<file path="config.mk">
export PLATFORM = sky130hd
export DESIGN_NAME = chip_select_decoder
export DESIGN_NICKNAME = d
export VERILOG_FILES = /design/src/chip_select_pkg.sv /design/src/chip_select_decoder.sv
export SDC_FILE = /design/constraint.sdc
export NUM_CORES = 1
export LEC_CHECK = 0
export BUFFER_PORTS_ARGS = -buffer_cell sky130_fd_sc_hd__buf_4
export CAP_MARGIN = 40
export CORE_MARGIN = 10
export CORE_UTILIZATION = 30
export CTS_CLUSTER_DIAMETER = 120
export CTS_CLUSTER_SIZE = 16
export DETAILED_ROUTE_END_ITERATION = 10
export PLACE_DENSITY = 0.64
export SLEW_MARGIN = 20
export SYNTH_ARGS = -nofsm -noshare
export SYNTH_HDL_FRONTEND = slang
export SYNTH_SLANG_ARGS = --single-unit
</file>
<file path="constraint.sdc">
create_clock -name i_clock -period 1.8 [get_ports i_clock]
set_input_delay 0.09 -clock i_clock [delete_from_list [all_inputs] [get_ports i_clock]]
set_output_delay 0.09 -clock i_clock [all_outputs]
set_load 0.03 [all_outputs]
</file>
<file path="src/chip_select_pkg.sv">
package chip_select_pkg;

  // Address fields that the decoders look at.
  localparam int QUAD_MSB = 15;
  localparam int QUAD_LSB = 14;
  localparam int PAGE_MSB = 13;
  localparam int PAGE_LSB = 11;
  localparam int LCD_WIN_MSB = 10;
  localparam int LCD_WIN_LSB = 9;
  localparam int LCD_PAIR_BIT = 8;
  localparam int IO_SPACE_MSB = 13;
  localparam int IO_SPACE_LSB = 12;
  localparam int IO_INDEX_MSB = 3;

  // Decoded values of those fields.
  localparam logic [1:0] QUAD_IDX_PAGED = 2'h1;
  localparam logic [2:0] PAGE_IDX_LCD = 3'h6;
  localparam logic [2:0] PAGE_IDX_SYSRAM = 3'h7;
  localparam logic [1:0] LCD_WIN_VALUE = 2'h3;
  localparam logic [1:0] IO_SPACE_VALUE = 2'h3;

  // Banked region of the primary space.
  localparam logic [15:0] BANK_V_FIRST = 16'h8000;
  localparam logic [15:0] BANK_V_LAST = 16'hBFFF;
  localparam logic [15:0] BANK_U_LAST = 16'h9FFF;

  // Values after reset: every select idle.
  localparam logic [3:0] QUAD_IDLE_N = 4'hF;
  localparam logic [7:0] PAGE_IDLE_N = 8'hFF;
  localparam logic LCD_IDLE = 1'b0;

  // Clock rates and the divider counts derived from them.
  localparam int CLOCK_HZ = 50000000;
  localparam int XTAL_HZ = 2600000;
  localparam int MACHINE_HZ = XTAL_HZ / 2;
  localparam int XTAL_DIV = CLOCK_HZ / XTAL_HZ;
  localparam int MACHINE_DIV_DEFAULT = CLOCK_HZ / MACHINE_HZ;

endpackage

</file>
<file path="src/chip_select_decoder.sv">
`timescale 1ns/1ps
// Contract
// - Quadrant selects only while power hold low.
// - Quadrant 0 low for 0000H-3FFFH.
// - Quadrant 1 low for 4000H-7FFFH, enables pages.
// - Quadrant 2 low for 8000H-BFFFH option ROM.
// - Quadrant 3 low for C000H-FFFFH system ROM.
// - Pages need primary enable, quadrant 1, aux gate.
// - Page index equals address bits 13..11.
// - Pages 1-4 optional RAM; page 5 unused.
// - Page 6 covers 7000H-77FFH window.
// - Page 7 selects system RAM 7800H-7FFFH.
// - Display selects only while page 6 low.
// - Bit 8 low selects display pair A.
// - Bit 8 high selects display pair B.
// - Display pairs split byte into two nibbles.
// - System RAM nibbles share page 7 select.
// - I/O port at F000H-F00FH secondary space.
// - Bank V steers 8000H-BFFFH primary space.
// - Bank U steers within 8000H-9FFFH only.
// - Machine cycle is half the 2.6MHz crystal.
// - Power-on: init peripherals, check memory, ready.
module chip_select_decoder
  import chip_select_pkg::*;
#(
  parameter int MACHINE_DIV = MACHINE_DIV_DEFAULT
) (
  input wire logic i_clock, // System clock, 50 MHz.
  input wire logic i_nrst, // Asynchronous reset, active low.
  input wire logic [15:0] i_address, // Processor address bus.
  input wire logic i_primary_space_enable, // Primary memory space enable, high.
  input wire logic i_delayed_primary_enable, // Delayed primary enable, high.
  input wire logic i_secondary_space_indication, // Secondary space indication, high.
  input wire logic i_power_hold_gate, // Power hold gate, selects only when low.
  input wire logic i_aux_active_low_gate_n, // Auxiliary page gate, normally low.
  input wire logic i_bank_choice_v, // Bank choice V.
  input wire logic i_bank_choice_u, // Bank choice U.
  input wire logic [7:0] i_write_byte, // Byte from the processor for nibble memories.
  input wire logic [3:0] i_read_nibble_lo, // Low nibble read from a nibble memory.
  input wire logic [3:0] i_read_nibble_hi, // High nibble read from a nibble memory.
  input wire logic i_periph_init_done, // Peripheral initialisation finished.
  input wire logic i_mem_check_done, // User ROM and RAM check finished.
  output logic [3:0] o_quadrant_sel_n, // Quadrant selects, active low.
  output logic [7:0] o_page_sel_n, // Page selects, active low.
  output logic o_lcd_pair_sel_a, // Display chips 1 and 3, high.
  output logic o_lcd_pair_sel_b, // Display chips 2 and 4, high.
  output logic o_sysram_sel_lo_n, // System RAM low-nibble part, active low.
  output logic o_sysram_sel_hi_n, // System RAM high-nibble part, active low.
  output logic [3:0] o_write_nibble_lo, // Data bits 0-3 to the low part.
  output logic [3:0] o_write_nibble_hi, // Data bits 4-7 to the high part.
  output logic [7:0] o_read_byte, // Byte built from both nibbles.
  output logic o_io_port_sel, // I/O port controller select, high.
  output logic [3:0] o_io_reg_index, // I/O port controller location.
  output logic o_bank_v_sel, // Banked region with V true.
  output logic o_bank_v_sel_n, // Banked region with V complemented.
  output logic o_bank_u_sel, // U true inside the V bank.
  output logic o_bank_u_sel_n, // U complemented inside the V bank.
  output logic o_xtal_tick, // One-cycle pulse at the crystal rate.
  output logic o_machine_tick, // One-cycle pulse per machine cycle.
  output logic o_init_periph, // Peripheral initialisation in progress.
  output logic o_check_mem, // Memory check in progress.
  output logic o_ready_for_keys // Ready to accept key entry.
);

  // The machine counter must divide by 2 to 255, the crystal counter by at least one; refused at elaboration.
  if (MACHINE_DIV < 2 || MACHINE_DIV > 255 || XTAL_DIV < 1) begin : g_bad_divider
    $error("chip_select_decoder: divider counts out of range");
  end

  typedef enum logic [1:0] {
    ST_INIT_PERIPH,
    ST_CHECK_MEM,
    ST_READY
  } power_state_type;

  // Field extraction for the decoders.
  wire logic [1:0] quad_idx = i_address[QUAD_MSB:QUAD_LSB];
  wire logic [2:0] page_idx = i_address[PAGE_MSB:PAGE_LSB];
  wire logic [1:0] lcd_win = i_address[LCD_WIN_MSB:LCD_WIN_LSB];
  wire logic [1:0] io_space = i_address[IO_SPACE_MSB:IO_SPACE_LSB];

  // First-level decoder: one quadrant low per address while power hold is low.
  wire logic quad_enable = ~i_power_hold_gate;
  wire logic [3:0] quad_next_n = quad_enable ? ~(4'h1 << quad_idx) : QUAD_IDLE_N;

  // Second-level decoder, gated by the quadrant 1 term of this same cycle.
  wire logic page_enable = i_primary_space_enable & ~quad_next_n[QUAD_IDX_PAGED]
                           & ~i_aux_active_low_gate_n;
  // A shifted one-hot keeps at most one page low by construction.
  wire logic [7:0] page_next_n = page_enable ? ~(8'h01 << page_idx) : PAGE_IDLE_N;
  wire logic page6_low = ~page_next_n[PAGE_IDX_LCD];
  wire logic page7_low = ~page_next_n[PAGE_IDX_SYSRAM];

  // Display decoder: enabled only by page 6, and then only in its top 512 bytes.
  wire logic lcd_enable = page6_low & i_delayed_primary_enable & (lcd_win == LCD_WIN_VALUE);
  wire logic lcd_a_next = lcd_enable & ~i_address[LCD_PAIR_BIT];
  wire logic lcd_b_next = lcd_enable & i_address[LCD_PAIR_BIT];

  // I/O port: partial decode, bits 4-11 and 14-15 are not looked at.
  wire logic io_next = i_secondary_space_indication & (io_space == IO_SPACE_VALUE);

  // Bank steering inside the primary space.
  wire logic in_v_region = i_primary_space_enable & (i_address >= BANK_V_FIRST)
                           & (i_address <= BANK_V_LAST);
  wire logic in_u_region = in_v_region & (i_address <= BANK_U_LAST);
  wire logic bank_v_next = in_v_region & i_bank_choice_v;
  wire logic bank_nv_next = in_v_region & ~i_bank_choice_v;
  wire logic bank_u_next = in_u_region & i_bank_choice_v & i_bank_choice_u;
  wire logic bank_nu_next = in_u_region & i_bank_choice_v & ~i_bank_choice_u;

  // Read byte: low lane from bits 0-3, high lane from bits 4-7.
  wire logic [7:0] read_byte_next = {i_read_nibble_hi, i_read_nibble_lo};

  // Select outputs are retimed once so they come from flip-flops. One 20 ns
  // clock is far inside a machine cycle, so the decode still settles within the
  // same bus cycle and carries nothing from one address to the next.
  always_ff @(posedge i_clock or negedge i_nrst) begin
    if (!i_nrst) begin
      o_quadrant_sel_n <= QUAD_IDLE_N;
      o_page_sel_n <= PAGE_IDLE_N;
      o_lcd_pair_sel_a <= LCD_IDLE;
      o_lcd_pair_sel_b <= LCD_IDLE;
      o_sysram_sel_lo_n <= 1'b1;
      o_sysram_sel_hi_n <= 1'b1;
    end else begin
      o_quadrant_sel_n <= quad_next_n;
      o_page_sel_n <= page_next_n;
      o_lcd_pair_sel_a <= lcd_a_next;
      o_lcd_pair_sel_b <= lcd_b_next;
      o_sysram_sel_lo_n <= ~page7_low;
      o_sysram_sel_hi_n <= ~page7_low;
    end
  end

  // Data lanes, port select and bank steering, retimed the same way.
  always_ff @(posedge i_clock or negedge i_nrst) begin
    if (!i_nrst) begin
      o_write_nibble_lo <= 4'h0;
      o_write_nibble_hi <= 4'h0;
      o_read_byte <= 8'h00;
      o_io_port_sel <= 1'b0;
      o_io_reg_index <= 4'h0;
      o_bank_v_sel <= 1'b0;
      o_bank_v_sel_n <= 1'b0;
      o_bank_u_sel <= 1'b0;
      o_bank_u_sel_n <= 1'b0;
    end else begin
      o_write_nibble_lo <= i_write_byte[3:0];
      o_write_nibble_hi <= i_write_byte[7:4];
      o_read_byte <= read_byte_next;
      o_io_port_sel <= io_next;
      o_io_reg_index <= i_address[IO_INDEX_MSB:0];
      o_bank_v_sel <= bank_v_next;
      o_bank_v_sel_n <= bank_nv_next;
      o_bank_u_sel <= bank_u_next;
      o_bank_u_sel_n <= bank_nu_next;
    end
  end

  // Crystal and machine-cycle ticks from one clock; the machine tick is the
  // crystal rate halved, rounded to whole system clocks.
  logic [7:0] xtal_count_reg;
  logic [7:0] mc_count_reg;
  wire logic xtal_wrap = (xtal_count_reg == 8'(XTAL_DIV - 1));
  wire logic mc_wrap = (mc_count_reg == 8'(MACHINE_DIV - 1));

  always_ff @(posedge i_clock or negedge i_nrst) begin
    if (!i_nrst) begin
      xtal_count_reg <= 8'h00;
      mc_count_reg <= 8'h00;
      o_xtal_tick <= 1'b0;
      o_machine_tick <= 1'b0;
    end else begin
      xtal_count_reg <= xtal_wrap ? 8'h00 : xtal_count_reg + 8'h01;
      mc_count_reg <= mc_wrap ? 8'h00 : mc_count_reg + 8'h01;
      o_xtal_tick <= xtal_wrap;
      o_machine_tick <= mc_wrap;
    end
  end

  // Power-on order: peripherals first, then the memory check, then keys.
  power_state_type power_state_reg;
  power_state_type power_state_next;

  always_comb begin
    power_state_next = power_state_reg;
    unique case (power_state_reg)
      ST_INIT_PERIPH: begin
        if (i_periph_init_done) begin
          power_state_next = ST_CHECK_MEM;
        end
      end
      ST_CHECK_MEM: begin
        if (i_mem_check_done) begin
          power_state_next = ST_READY;
        end
      end
      ST_READY: begin
        power_state_next = ST_READY;
      end
    endcase
  end

  // Status outputs are registered alongside the state so they stay glitch free.
  always_ff @(posedge i_clock or negedge i_nrst) begin
    if (!i_nrst) begin
      power_state_reg <= ST_INIT_PERIPH;
      o_init_periph <= 1'b1;
      o_check_mem <= 1'b0;
      o_ready_for_keys <= 1'b0;
    end else begin
      power_state_reg <= power_state_next;
      o_init_periph <= (power_state_next == ST_INIT_PERIPH);
      o_check_mem <= (power_state_next == ST_CHECK_MEM);
      o_ready_for_keys <= (power_state_next == ST_READY);
    end
  end
endmodule // chip_select_decoder

</file>
Word level (Yosys, flattened, before mapping). Cells that the tools add are included.

Input port bits: 43. Bits in registers: 63. Word-level logic and storage cells: 69.

Equality and inequality tests: 8. Shift-type cells: 2. Bitwise operators: 23. Reductions and logical operators: 2. $add $sub $neg: 2. Mux-type cells: 7. $lt $le $gt $ge: 3.

Operators with widths (count): <= comparator 16 bit (second input constant) (2); two-way mux 8 bit (3); adder 8 x 1 -> 8 bit (second input constant) (2); greater-or-equal comparator 16 bit (second input constant) (1); AND 1 bit (15); equality test 2 bit (second input constant) (4); equality test 8 x 5 -> 1 bit (second input constant) (1); equality test 8 x 6 -> 1 bit (second input constant) (1); inverter 8 bit (1); left shift 1 x 3 -> 8 bit (first input constant) (1); inverter 1 bit (6); one-hot mux 2 bit (3 select lines) (1); equality test 2 x 1 -> 1 bit (second input constant) (2); zero test 2 bit (2); two-way mux 2 bit (2); two-way mux 4 bit (1); inverter 4 bit (1); left shift 1 x 2 -> 4 bit (first input constant) (1).

Longest topological paths before layout. Gate-level depths: netlist of run 1.

Depth after elaboration: 11. Gate-level depth with buffers: 5.

Least setup slack after synthesis of run 1. OpenSTA, ideal clock, no wires.

Kind: register to register. From: reg power_state_reg[0]. To: reg o_ready_for_keys. Required time: 1727 ps. Slack: 330 ps. Arrival time: 1397 ps. Clock period less this slack: 1470 ps. Setup time: 73 ps. Path buffers: 0. Stages on the path, launching flop included: 6. Cell sequence: dfrtp_1 > inv_1 > ha_1 > o21bai_1 > a221oi_1 > nor2b_1.

Cells in the longest elaborated chain, start to end: 3. Elaborated cells on any way between the ends: 7. Classes of those cells: eq/ne (3); mux (3); reduce/logical (1).

Ends and longest elaborated chain: start: declaration (RTL line chip_select_decoder.sv:182) `power_state_type power_state_reg;`; start signal: assignment (RTL line chip_select_decoder.sv:212) `power_state_reg <= power_state_next;`; equality test 2 bit (tied with other cells) (RTL line chip_select_decoder.sv:187) `unique case (power_state_reg)`; one-hot mux 2 bit (3 select lines) (*) (RTL line chip_select_decoder.sv:187); named net power_state_next[1] (RTL line chip_select_decoder.sv:183) `power_state_type power_state_next;`; equality test 2 bit (*) (RTL line chip_select_decoder.sv:215) `o_ready_for_keys <= (power_state_next == ST_READY);`; end signal: assignment (RTL line chip_select_decoder.sv:215); end: declaration (RTL line chip_select_decoder.sv:62) `output logic o_ready_for_keys`.

The timed path passes the listed nets; every way through them passes the cells marked *.

Worst setup path after layout of run 1.
From: in i_power_hold_gate. To: reg o_lcd_pair_sel_a.

Cells in the longest elaborated chain, start to end: 9.

Ends and longest elaborated chain: start: declaration (RTL line chip_select_decoder.sv:34) `input wire logic i_power_hold_gate,`; two-way mux 4 bit (RTL line chip_select_decoder.sv:84) `wire logic [3:0] quad_next_n = quad_enable ? ~(4'h1 << quad_idx) : QUAD_IDLE_N;`; inverter 1 bit (RTL line chip_select_decoder.sv:87) `wire logic page_enable = i_primary_space_enable & ~quad_next_n[QUAD_IDX_PAGED]`; AND 1 bit (RTL line chip_select_decoder.sv:87); AND 1 bit (RTL line chip_select_decoder.sv:88) `& ~i_aux_active_low_gate_n;`; two-way mux 8 bit (RTL line chip_select_decoder.sv:90) `wire logic [7:0] page_next_n = page_enable ? ~(8'h01 << page_idx) : PAGE_IDLE_N;`; named net page_next_n[6] (RTL line chip_select_decoder.sv:90); inverter 1 bit (RTL line chip_select_decoder.sv:91) `wire logic page6_low = ~page_next_n[PAGE_IDX_LCD];`; AND 1 bit (2 in series) (RTL line chip_select_decoder.sv:95) `wire logic lcd_enable = page6_low & i_delayed_primary_enable & (lcd_win == LCD_WIN_VALUE);`; AND 1 bit (RTL line chip_select_decoder.sv:96) `wire logic lcd_a_next = lcd_enable & ~i_address[LCD_PAIR_BIT];`; named net lcd_a_next (RTL line chip_select_decoder.sv:96); end signal: assignment (RTL line chip_select_decoder.sv:128) `o_lcd_pair_sel_a <= lcd_a_next;`; end: declaration (RTL line chip_select_decoder.sv:45) `output logic o_lcd_pair_sel_a,`.

The timed path passes the listed nets, and every way through them passes these cells.

==> out/results.tsv, run 1 <==
metric	value	unit
outcome	complete, no violations	
area of the core	7180	um^2
slew margin rel.	0.666	
switching pwr	0.665	mW
startpoint types	primary input	
Setup WS post-layout	65.3	ps
first-pass GRT wire length	8.89	mm
DRC errors left	0	
R2R depth	5	
Boundary Pins	89	
Yosys cell types	33	
Internal Power	2.43	mW
CTS H-Tree Depth	3	
die area	11100	um^2
skew final	1.93	ps
Arr. time, crit path	2010	ps
Final Instance Area	3590	um^2
total overflow reported by the global router	0	
clock sinks	62	
DRT iter0 DRCs	51	
Crit Path Max Fanout	4	
Worst Setup End Kind	register	
area growth from synthesis to layout	63.3	%
TritonCTS clock tree	done	
Final HPWL DP	3.78	mm
Max Cap Viol	0	
Cell Count Post-Placement	339	
Logic pwr share	0.095	
Least-Margin Pin Slew	501	ps
Mean Syn Cell Area	13.9	um^2
Die Ht	106	um
total track usage	0.0995	
TritonCTS Buffers	9	
DR pass1 iterations	4	
peak supply drop	442	uV
Finished Layout Cells	394	
flop-to-flop setup slack	130	ps
post-synthesis register bit count	62	
mapped cell area	2200	um^2
post-route minimum period	1730	ps
switching share of total power	0.215	
WHS Endpoint	power_state_reg[1]	
Fill cells	617	
Core Util, Final	0.500	
vias per cell	4.13	
Clock Power Share	0.441	
Initial Util	0.306	
final estimated routing congestion in global placement	0.739	
vias in the first global route	1828	
hold slack	29.2	ps
Tcrit/Tclk final	0.964	
WL per Instance	13.3	um
I/O Buffers	84	
via count	1626	
final wirelength	5.24	mm
Max Clk Rate	576	MHz
Ant. Diodes	0	
Final Setup Violations	0	
Longest Clk Path Bufs	2	
Critical Path RT	2070	ps
syn nets	207	
Seq pwr share	0.464	
layout cells sized above 1	0.414	
setup TNS	0	ps
final layout net count	339	
Hold Crit Start	i_periph_init_done	
post-route ant nets	0	
clock latency on the worst-skew pair	330	ps
Hold Vio Cnt, Final	0	
pwr/cell area	864	nW/um^2
Leak Pwr	1.69	nW
largest net degree at the start of global routing	63	
warnings from Yosys	0	
Root Buffer Master	clkbuf_8	
Slew Limit Fails	0	
clock transition at the registers of the reported paths	70	ps
Hold WC Path Type	in -> reg	
reg2reg start	power_state_reg[0]	
Cells after Synth	158	
Site Rows	31	
post-synthesis sequential area ratio	0.714	
RSZ-0062 raised after global routing	false	
die width	106	um
Placed Area	2940	um^2
Place WS	128	ps
r2r endpoint	o_ready_for_keys	
Cells on Worst Hold Path	2	
critical path class	in -> reg	
power consumption	3.10	mW
initial antenna violation count	0	
timing repair:
item | 4_1_cts | 5_1_grt
buffers inserted | 0 | 1
hold buffers | 37 | 0
gates resized for setup | 0 | 2
endpoints found under the setup margin | 0 | 1
endpoints found under the hold margin | 86 | 0
cell usage in the layout, fill, tap and decap left out, types with 2 or more instances in the layout:
cell and count:
a21oi_1 2, and3_1 4, buf_4 85, bufinv_16 2
clkbuf_8 11, dfrtp_1 49, dfstp_2 13, dlygate4sd3_1 37
ha_1 6, inv_1 10, nand2_1 11, nand2b_1 2
nand3_1 9, nor2_1 11, nor2b_1 5, nor3_1 5
xnor2_1 6, xor2_1 4
how the worst max path moves through the flow:
stage / from / endpoint / depth (start not counted)
3_5_place_dp: power_state_reg[0] / o_ready_for_keys / 5
3_3_place_gp: power_state_reg[0] / o_ready_for_keys / 5
4_1_cts: i_power_hold_gate / o_lcd_pair_sel_a / 6
5_1_grt: i_address[14] / o_lcd_pair_sel_a / 6
2_1_floorplan: power_state_reg[0] / o_ready_for_keys / 5
6_report: i_power_hold_gate / o_lcd_pair_sel_a / 6
layout make-up:
class                      instances  area (um^2)  share of cell area
tap                               99          124              0.0345
clock inverter                     5         81.3              0.0227
inverter                          10         37.5              0.0105
sequential                        62         1570               0.437
timing repair buffer             123         1040               0.289
clock buffer                      11          151              0.0422
multi-input combinational         84          589               0.164
cells in the mapped netlist:
library cell,instances,area share
a21oi_1,2,0.0046
a221oi_1,1,0.0040
and3_1,4,0.011
buf_4,2,0.0068
dfrtp_1,49,0.56
dfstp_2,13,0.16
ha_1,6,0.034
inv_1,10,0.017
mux2i_1,1,0.0046
nand2_1,11,0.019
nand2b_1,2,0.0057
nand3_1,9,0.020
nand3b_1,1,0.0034
nand4_1,1,0.0028
nand4b_1,1,0.0040
nor2_1,11,0.019
nor2b_1,5,0.014
nor3_1,5,0.011
nor3_4,1,0.0074
nor3b_1,1,0.0034
nor3b_2,2,0.011
nor4_4,1,0.0097
nor4b_1,1,0.0040
o21ai_0,1,0.0023
o21ai_1,1,0.0023
o21bai_1,1,0.0034
o311ai_1,1,0.0040
or3_1,1,0.0028
or3b_2,1,0.0040
or4_4,1,0.0051
or4b_1,1,0.0046
xnor2_1,6,0.024
xor2_1,4,0.016
power groups by stage:
stage          Combinational [mW]  Clock [mW]  Sequential [mW]
6_report                    0.296        1.37             1.44
5_1_grt                     0.321        1.48             1.44
4_1_cts                     0.289        1.42             1.44
2_1_floorplan              0.0151           0             1.52
3_5_place_dp                0.232           0             1.46
3_3_place_gp                0.231           0             1.46
metal layers:
layer	global-route usage	up-vias	wire (um)
li1	-	785	-
met1	0.102	787	1910
met2	0.164	49	2780
met3	0.0579	5	515
met4	0.0406	0	37
met5	0	-	0
critical path, stage by stage:
cell and delay, ps:
dlygate4sd3_1 530, buf_4 150, nor3b_4 210, nand4_1 180, nor4b_2 270, dlygate4sd3_1 570
cell families (layout without fill, tap and decap cells):
kind of cell,count (synthesis),after routing,synth area share
muxes,1,1,0.00456
and+or+nand+nor,60,60,0.163
adders and majority gates,6,6,0.0342
xor gates and xnor gates,10,10,0.0399
buffers and inverters,12,149,0.0239
AOI/OAI and AO/OA,7,7,0.0205
DFF,62,62,0.714
(Power assumes the default switching activity.)
==> run 2: changes to the inputs <==
- GPL_TIMING_DRIVEN: unset -> 0
- SLEW_MARGIN: 20 -> unset
==> out/results.tsv, run 2 (synthesis gave the netlist of run 1 again) <==
metric	value	unit	change
final layout net count	339		unchanged
Final Setup Violations	0		unchanged
Ant. Diodes	0		unchanged
pwr/cell area	826	nW/um^2	was 864 nW/um^2
first-pass GRT wire length	8.87	mm	was 8.89 mm
switching share of total power	0.230		was 0.215
via count	1602		was 1626
vias in the first global route	1800		was 1828
final estimated routing congestion in global placement	0.760		was 0.739
Tcrit/Tclk final	0.914		was 0.964
Least-Margin Pin Slew	766	ps	was 501 ps
Critical Path RT	2070	ps	about the same
critical path class	in -> reg		unchanged
Hold WC Path Type	in -> reg		unchanged
peak supply drop	434	uV	was 442 uV
post-route ant nets	0		unchanged
startpoint types	primary input		unchanged
Initial Util	0.306		unchanged
WL per Instance	13.6	um	was 13.3 um
I/O Buffers	84		unchanged
Crit Path Max Fanout	6		was 4
RSZ-0062 raised after global routing	false		unchanged
Hold Vio Cnt, Final	0		unchanged
post-route minimum period	1650	ps	was 1730 ps
Die Ht	106	um	unchanged
TritonCTS clock tree	done		unchanged
Seq pwr share	0.493		was 0.464
Arr. time, crit path	1920	ps	was 2010 ps
DRC errors left	0		unchanged
Boundary Pins	89		unchanged
Max Clk Rate	608	MHz	was 576 MHz
CTS H-Tree Depth	3		unchanged
clock transition at the registers of the reported paths	70	ps	about the same
Root Buffer Master	clkbuf_8		unchanged
area growth from synthesis to layout	60.5	%	was 63.3%
Site Rows	31		unchanged
skew final	5.89	ps	was 1.93 ps
Max Cap Viol	0		unchanged
clock sinks	62		unchanged
vias per cell	4.07		was 4.13
total overflow reported by the global router	0		unchanged
most frequent cells in the layout	buf_4 (87), dfrtp_1 (49), dlygate4sd3_1 (36)		was buf_4 (85), dfrtp_1 (49), dlygate4sd3_1 (37)
Clock Power Share	0.409		was 0.441
DRT iter0 DRCs	27		was 51
Cell Count Post-Placement	341		was 339
setup TNS	0	ps	unchanged
outcome	complete, no violations		unchanged
area of the core	7180	um^2	unchanged
final wirelength	5.36	mm	was 5.24 mm
Finished Layout Cells	394		unchanged
layout cells sized above 1	0.414		unchanged
initial antenna violation count	0		unchanged
clock latency on the worst-skew pair	330	ps	about the same
switching pwr	0.669	mW	was 0.665 mW
Fill cells	630		was 617
Longest Clk Path Bufs	2		unchanged
Leak Pwr	1.65	nW	was 1.69 nW
Worst Setup End Kind	register		unchanged
total track usage	0.100		was 0.0995
commonest non-fill, non-tap cell in the layout	buf_4		unchanged
DR pass1 iterations	4		unchanged
Final HPWL DP	3.76	mm	was 3.78 mm
die width	106	um	unchanged
largest net degree at the start of global routing	63		unchanged
TritonCTS Buffers	9		unchanged
Internal Power	2.24	mW	was 2.43 mW
slew margin rel.	0.489		was 0.666
die area	11100	um^2	unchanged
Logic pwr share	0.099		was 0.095
Slew Limit Fails	0		unchanged
run 2: stage by stage:
stage	util	total power [mW]	hold slack (ps)	setup slack, ps	instance area (um^2)
floorplan	-	1.54	-206	330	2200
global placement	0.411	1.69	200	165	2950
detailed placement	0.411	1.69	201	152	2950
CTS	0.490	2.95	0.556	15.1	3510
global route	0.492	3.05	2.22	65.2	3530
finish	0.492	2.91	12.2	155	3530
run 2: final cells by class:
| cell class | instances | area (um^2) | share of cell area |
|---|---|---|---|
| Buffer | 2 | 15.0 | 0.00426 |
| Tap cell | 99 | 124 | 0.0351 |
| Clock buffer | 12 | 145 | 0.0411 |
| Timing Repair Buffer | 121 | 998 | 0.283 |
| Sequential cell | 62 | 1570 | 0.444 |
| Inverter | 10 | 37.5 | 0.0106 |
| Multi-Input combinational cell | 84 | 592 | 0.168 |
| Clock inverter | 4 | 47.5 | 0.0135 |
run 2: what timing repair did:
action | 4_1_cts | 5_1_grt
buffers inserted | 0 | 1
endpoints found under the setup margin | 0 | 1
hold endpoints to repair | 82 | 0
gates resized for setup | 0 | 3
hold buffers | 37 | 0
run 2: final timing paths:
| kind | from | to | slack [ps] | cells past startpoint |
|---|---|---|---|---|
| setup / recovery | i_address[14] | o_lcd_pair_sel_b | 150 | 6 |
| hold / removal | i_secondary_space_indication | o_io_port_sel | 10 | 2 |
| setup reg to reg | power_state_reg[0] | o_ready_for_keys | 160 | 5 |
| hold reg to reg | mc_count_reg[7] | mc_count_reg[7] | 470 | 1 |
| max in group asynchronous | i_nrst | xtal_count_reg[4] | 920 | 2 |
| min in group asynchronous | i_nrst | o_machine_tick | 370 | 2 |
run 2: metal layers:
layer | wire, um | up-vias | part of all wire | global-route usage
li1 | - | 784 | - | -
met3 | 502 | 11 | 0.094 | 0.0591
met1 | 2030 | 759 | 0.38 | 0.101
met4 | 89 | 0 | 0.017 | 0.0435
met5 | 0 | - | 0 | 0
met2 | 2740 | 48 | 0.51 | 0.165
run 2: worst max-delay path, cell delays in order:
cell	delay [ps]
dlygate4sd3_1	530
buf_4	120
nor3b_4	220
nand4_1	190
nor3_1	210
dlygate4sd3_1	560
run 2: power by group through the flow:
stage               clock network [mW]  logic [mW]  registers [mW]
floorplan                            0      0.0151            1.52
global placement                     0       0.230            1.46
detailed placement                   0       0.232            1.46
CTS                               1.22       0.288            1.44
global route                      1.30       0.312            1.44
finish                            1.19       0.287            1.44
==> run 3: changes to the inputs <==
- CELL_PAD_IN_SITES_DETAIL_PLACEMENT: unset -> 0
- CELL_PAD_IN_SITES_GLOBAL_PLACEMENT: unset -> 1
- PLACE_DENSITY: 0.64 -> 0.76
==> out/results.tsv, run 3 (synthesis gave the netlist of run 1 again) <==
metric	value	unit	change
critical path startpoint	i_address[15]		was i_address[14]
Worst Setup End Kind	register		unchanged
flop-to-flop setup slack	150	ps	was 160 ps
skew final	7.67	ps	was 5.89 ps
DR WL met2	2.97	mm	was 2.74 mm
first-pass GRT wire length	9.05	mm	was 8.87 mm
Slew Limit Fails	0		unchanged
final estimated routing congestion in global placement	0.745		was 0.760
via count	1651		was 1602
DR pass1 iterations	4		unchanged
Hold Vio Cnt, Final	0		unchanged
DRC errors left	0		unchanged
outcome	complete, no violations		unchanged
CP endpoint	o_page_sel_n[7]		was o_lcd_pair_sel_b
initial antenna violation count	1		was 0
vias per cell	4.18		was 4.07
Place WS	102	ps	was 152 ps
CP max stage delay	560	ps	about the same
met3 routed WL	472	um	was 502 um
Reg area	1570	um^2	unchanged
Leak Pwr	1.66	nW	was 1.65 nW
Fill cells	670		was 630
peak supply drop	432	uV	was 434 uV
switching pwr	0.670	mW	was 0.669 mW
most frequent cells in the layout	buf_4 (86), dfrtp_1 (49), dlygate4sd3_1 (37)		was buf_4 (87), dfrtp_1 (49), dlygate4sd3_1 (36)
area of the core	7180	um^2	unchanged
Seq pwr share	0.480		was 0.493
Max Clk Rate	590	MHz	was 608 MHz
CTS H-Tree Depth	3		unchanged
reg2reg start	power_state_reg[0]		unchanged
Internal Power	2.32	mW	was 2.24 mW
Longest Clk Path Bufs	2		unchanged
slowest CP cell	dlygate4sd3_1		unchanged
Boundary Pins	89		unchanged
TritonCTS Buffers	9		unchanged
commonest non-fill, non-tap cell in the layout	buf_4		unchanged
die area	11100	um^2	unchanged
vias in the first global route	1848		was 1800
final wirelength	5.64	mm	was 5.36 mm
# Post-CTS Setup Buffers	0		unchanged
Root Buffer Master	clkbuf_8		unchanged
DRT iter0 DRCs	24		was 27
top sig layer	met4		unchanged
Initial Util	0.306		unchanged
post-route minimum period	1700	ps	was 1650 ps
total track usage	0.103		was 0.100
Site Rows	31		unchanged
startpoint types	primary input		unchanged
area of the multi-input gates	583	um^2	was 592 um^2
total overflow reported by the global router	0		unchanged
clock transition at the registers of the reported paths	70	ps	about the same
Crit. path cell count	6		unchanged
Arr. time, crit path	1950	ps	was 1920 ps
clock sinks	62		unchanged
Max Cap Viol	0		unchanged
Clock Power Share	0.424		was 0.409
I/O Buffers	84		unchanged
Final HPWL DP	3.96	mm	was 3.76 mm
Logic pwr share	0.097		was 0.099
CP most frequent cell	dlygate4sd3_1		unchanged
final layout net count	339		unchanged
Critical Path RT	2050	ps	was 2070 ps
r2r endpoint	o_ready_for_keys		unchanged
Tcrit/Tclk final	0.942		was 0.914
worst path cell trace	dlygate4sd3_1, buf_4, nor3b_2, and3_1, nand3_1, dlygate4sd3_1		was dlygate4sd3_1, buf_4, nor3b_4, nand4_1, nor3_1, dlygate4sd3_1
post-route ant nets	0		unchanged
clock latency on the worst-skew pair	330	ps	about the same
Cell Count Post-Placement	341		unchanged
CP Buf/Inv Count	3		unchanged
area growth from synthesis to layout	61.2	%	was 60.5%
Finished Layout Cells	395		was 394
Setup WS post-layout	104	ps	was 155 ps
TritonCTS clock tree	done		unchanged
critical path class	in -> reg		unchanged
Crit Path Max Fanout	6		unchanged
Least-Margin Pin Slew	773	ps	was 766 ps
Metal-1 WL	2.06	mm	was 2.03 mm
Final Setup Violations	0		unchanged
die width	106	um	unchanged
Largest delay share family, worst path	buffers and inverters		unchanged
pwr/cell area	845	nW/um^2	was 826 nW/um^2
slew margin rel.	0.485		was 0.489
Hold WC Path Type	in -> reg		unchanged
switching share of total power	0.224		was 0.230
R2R depth	5		unchanged
WL per Instance	14.3	um	was 13.6 um
Die Ht	106	um	unchanged
layout cells sized above 1	0.410		was 0.414
largest net degree at the start of global routing	63		unchanged
==> run 3: worst min path at each step <==
| stage | end | depth (start not counted) | startpoint | slack (ps) |
|---|---|---|---|---|
| 5_1_grt | o_lcd_pair_sel_b | 3 | i_delayed_primary_enable | 40 |
| 2_1_floorplan | mc_count_reg[0] | 0 | i_nrst | -210 |
| 3_3_place_gp | o_write_nibble_lo[0] | 1 | i_write_byte[0] | 200 |
| 3_5_place_dp | o_io_reg_index[2] | 1 | i_address[2] | 200 |
| 6_report | o_lcd_pair_sel_b | 3 | i_delayed_primary_enable | 20 |
| 4_1_cts | o_io_port_sel | 2 | i_secondary_space_indication | 0.2 |
==> run 3: timing repair <==
| action | CTS | global route |
|---|---|---|
| hold endpoints to repair | 83 | 2 |
| endpoints found under the setup margin | 0 | 2 |
| gates resized for setup | 0 | 1 |
| hold buffers | 35 | 2 |
==> run 3: per-layer routing <==
metal | track usage | vias up
li1 | - | 785
met1 | 0.101 | 801
met2 | 0.176 | 52
met3 | 0.0554 | 13
met4 | 0.0493 | 0
met5 | 0 | -
==> run 3: per-stage QoR <==
stage                     power (mW)   util  area (um^2)  hold slack [ps]  setup TNS, ps
after floorplan                 1.54      -         2200             -206              0
after global placement          1.69  0.411         2950              199              0
after detailed placement        1.69  0.411         2950              201              0
after CTS                       3.04  0.490         3510            0.175              0
after global routing            3.12  0.494         3540             39.0          -4.28
final                           2.99  0.494         3540             20.8              0
==> run 3: power groups by stage <==
stage / logic (mW) / registers [mW] / clock network (mW)
3_3_place_gp: 0.229 / 1.46 / 0
4_1_cts: 0.289 / 1.44 / 1.32
2_1_floorplan: 0.0151 / 1.52 / 0
3_5_place_dp: 0.232 / 1.46 / 0
6_report: 0.289 / 1.44 / 1.27
5_1_grt: 0.311 / 1.44 / 1.37
==> run 3: worst register-to-register path: cells and delay by family, from the launching register on <==
kind,cells,cell delay [ps]
buffers and inverters,1,50
DFF,1,380
adders and majority gates,1,360
and+or+nand+nor,1,210
AOI/OAI and AO/OA,2,580
==> run 3: final cells by class <==
cell class / instances / area share
antenna: 1 / 0.000706
buffer: 2 / 0.00424
clock buffer: 13 / 0.0477
clock inverter: 3 / 0.0120
inverter: 10 / 0.0106
multi-input combinational: 84 / 0.165
sequential: 62 / 0.443
tap: 99 / 0.0350
timing repair buffer: 121 / 0.283
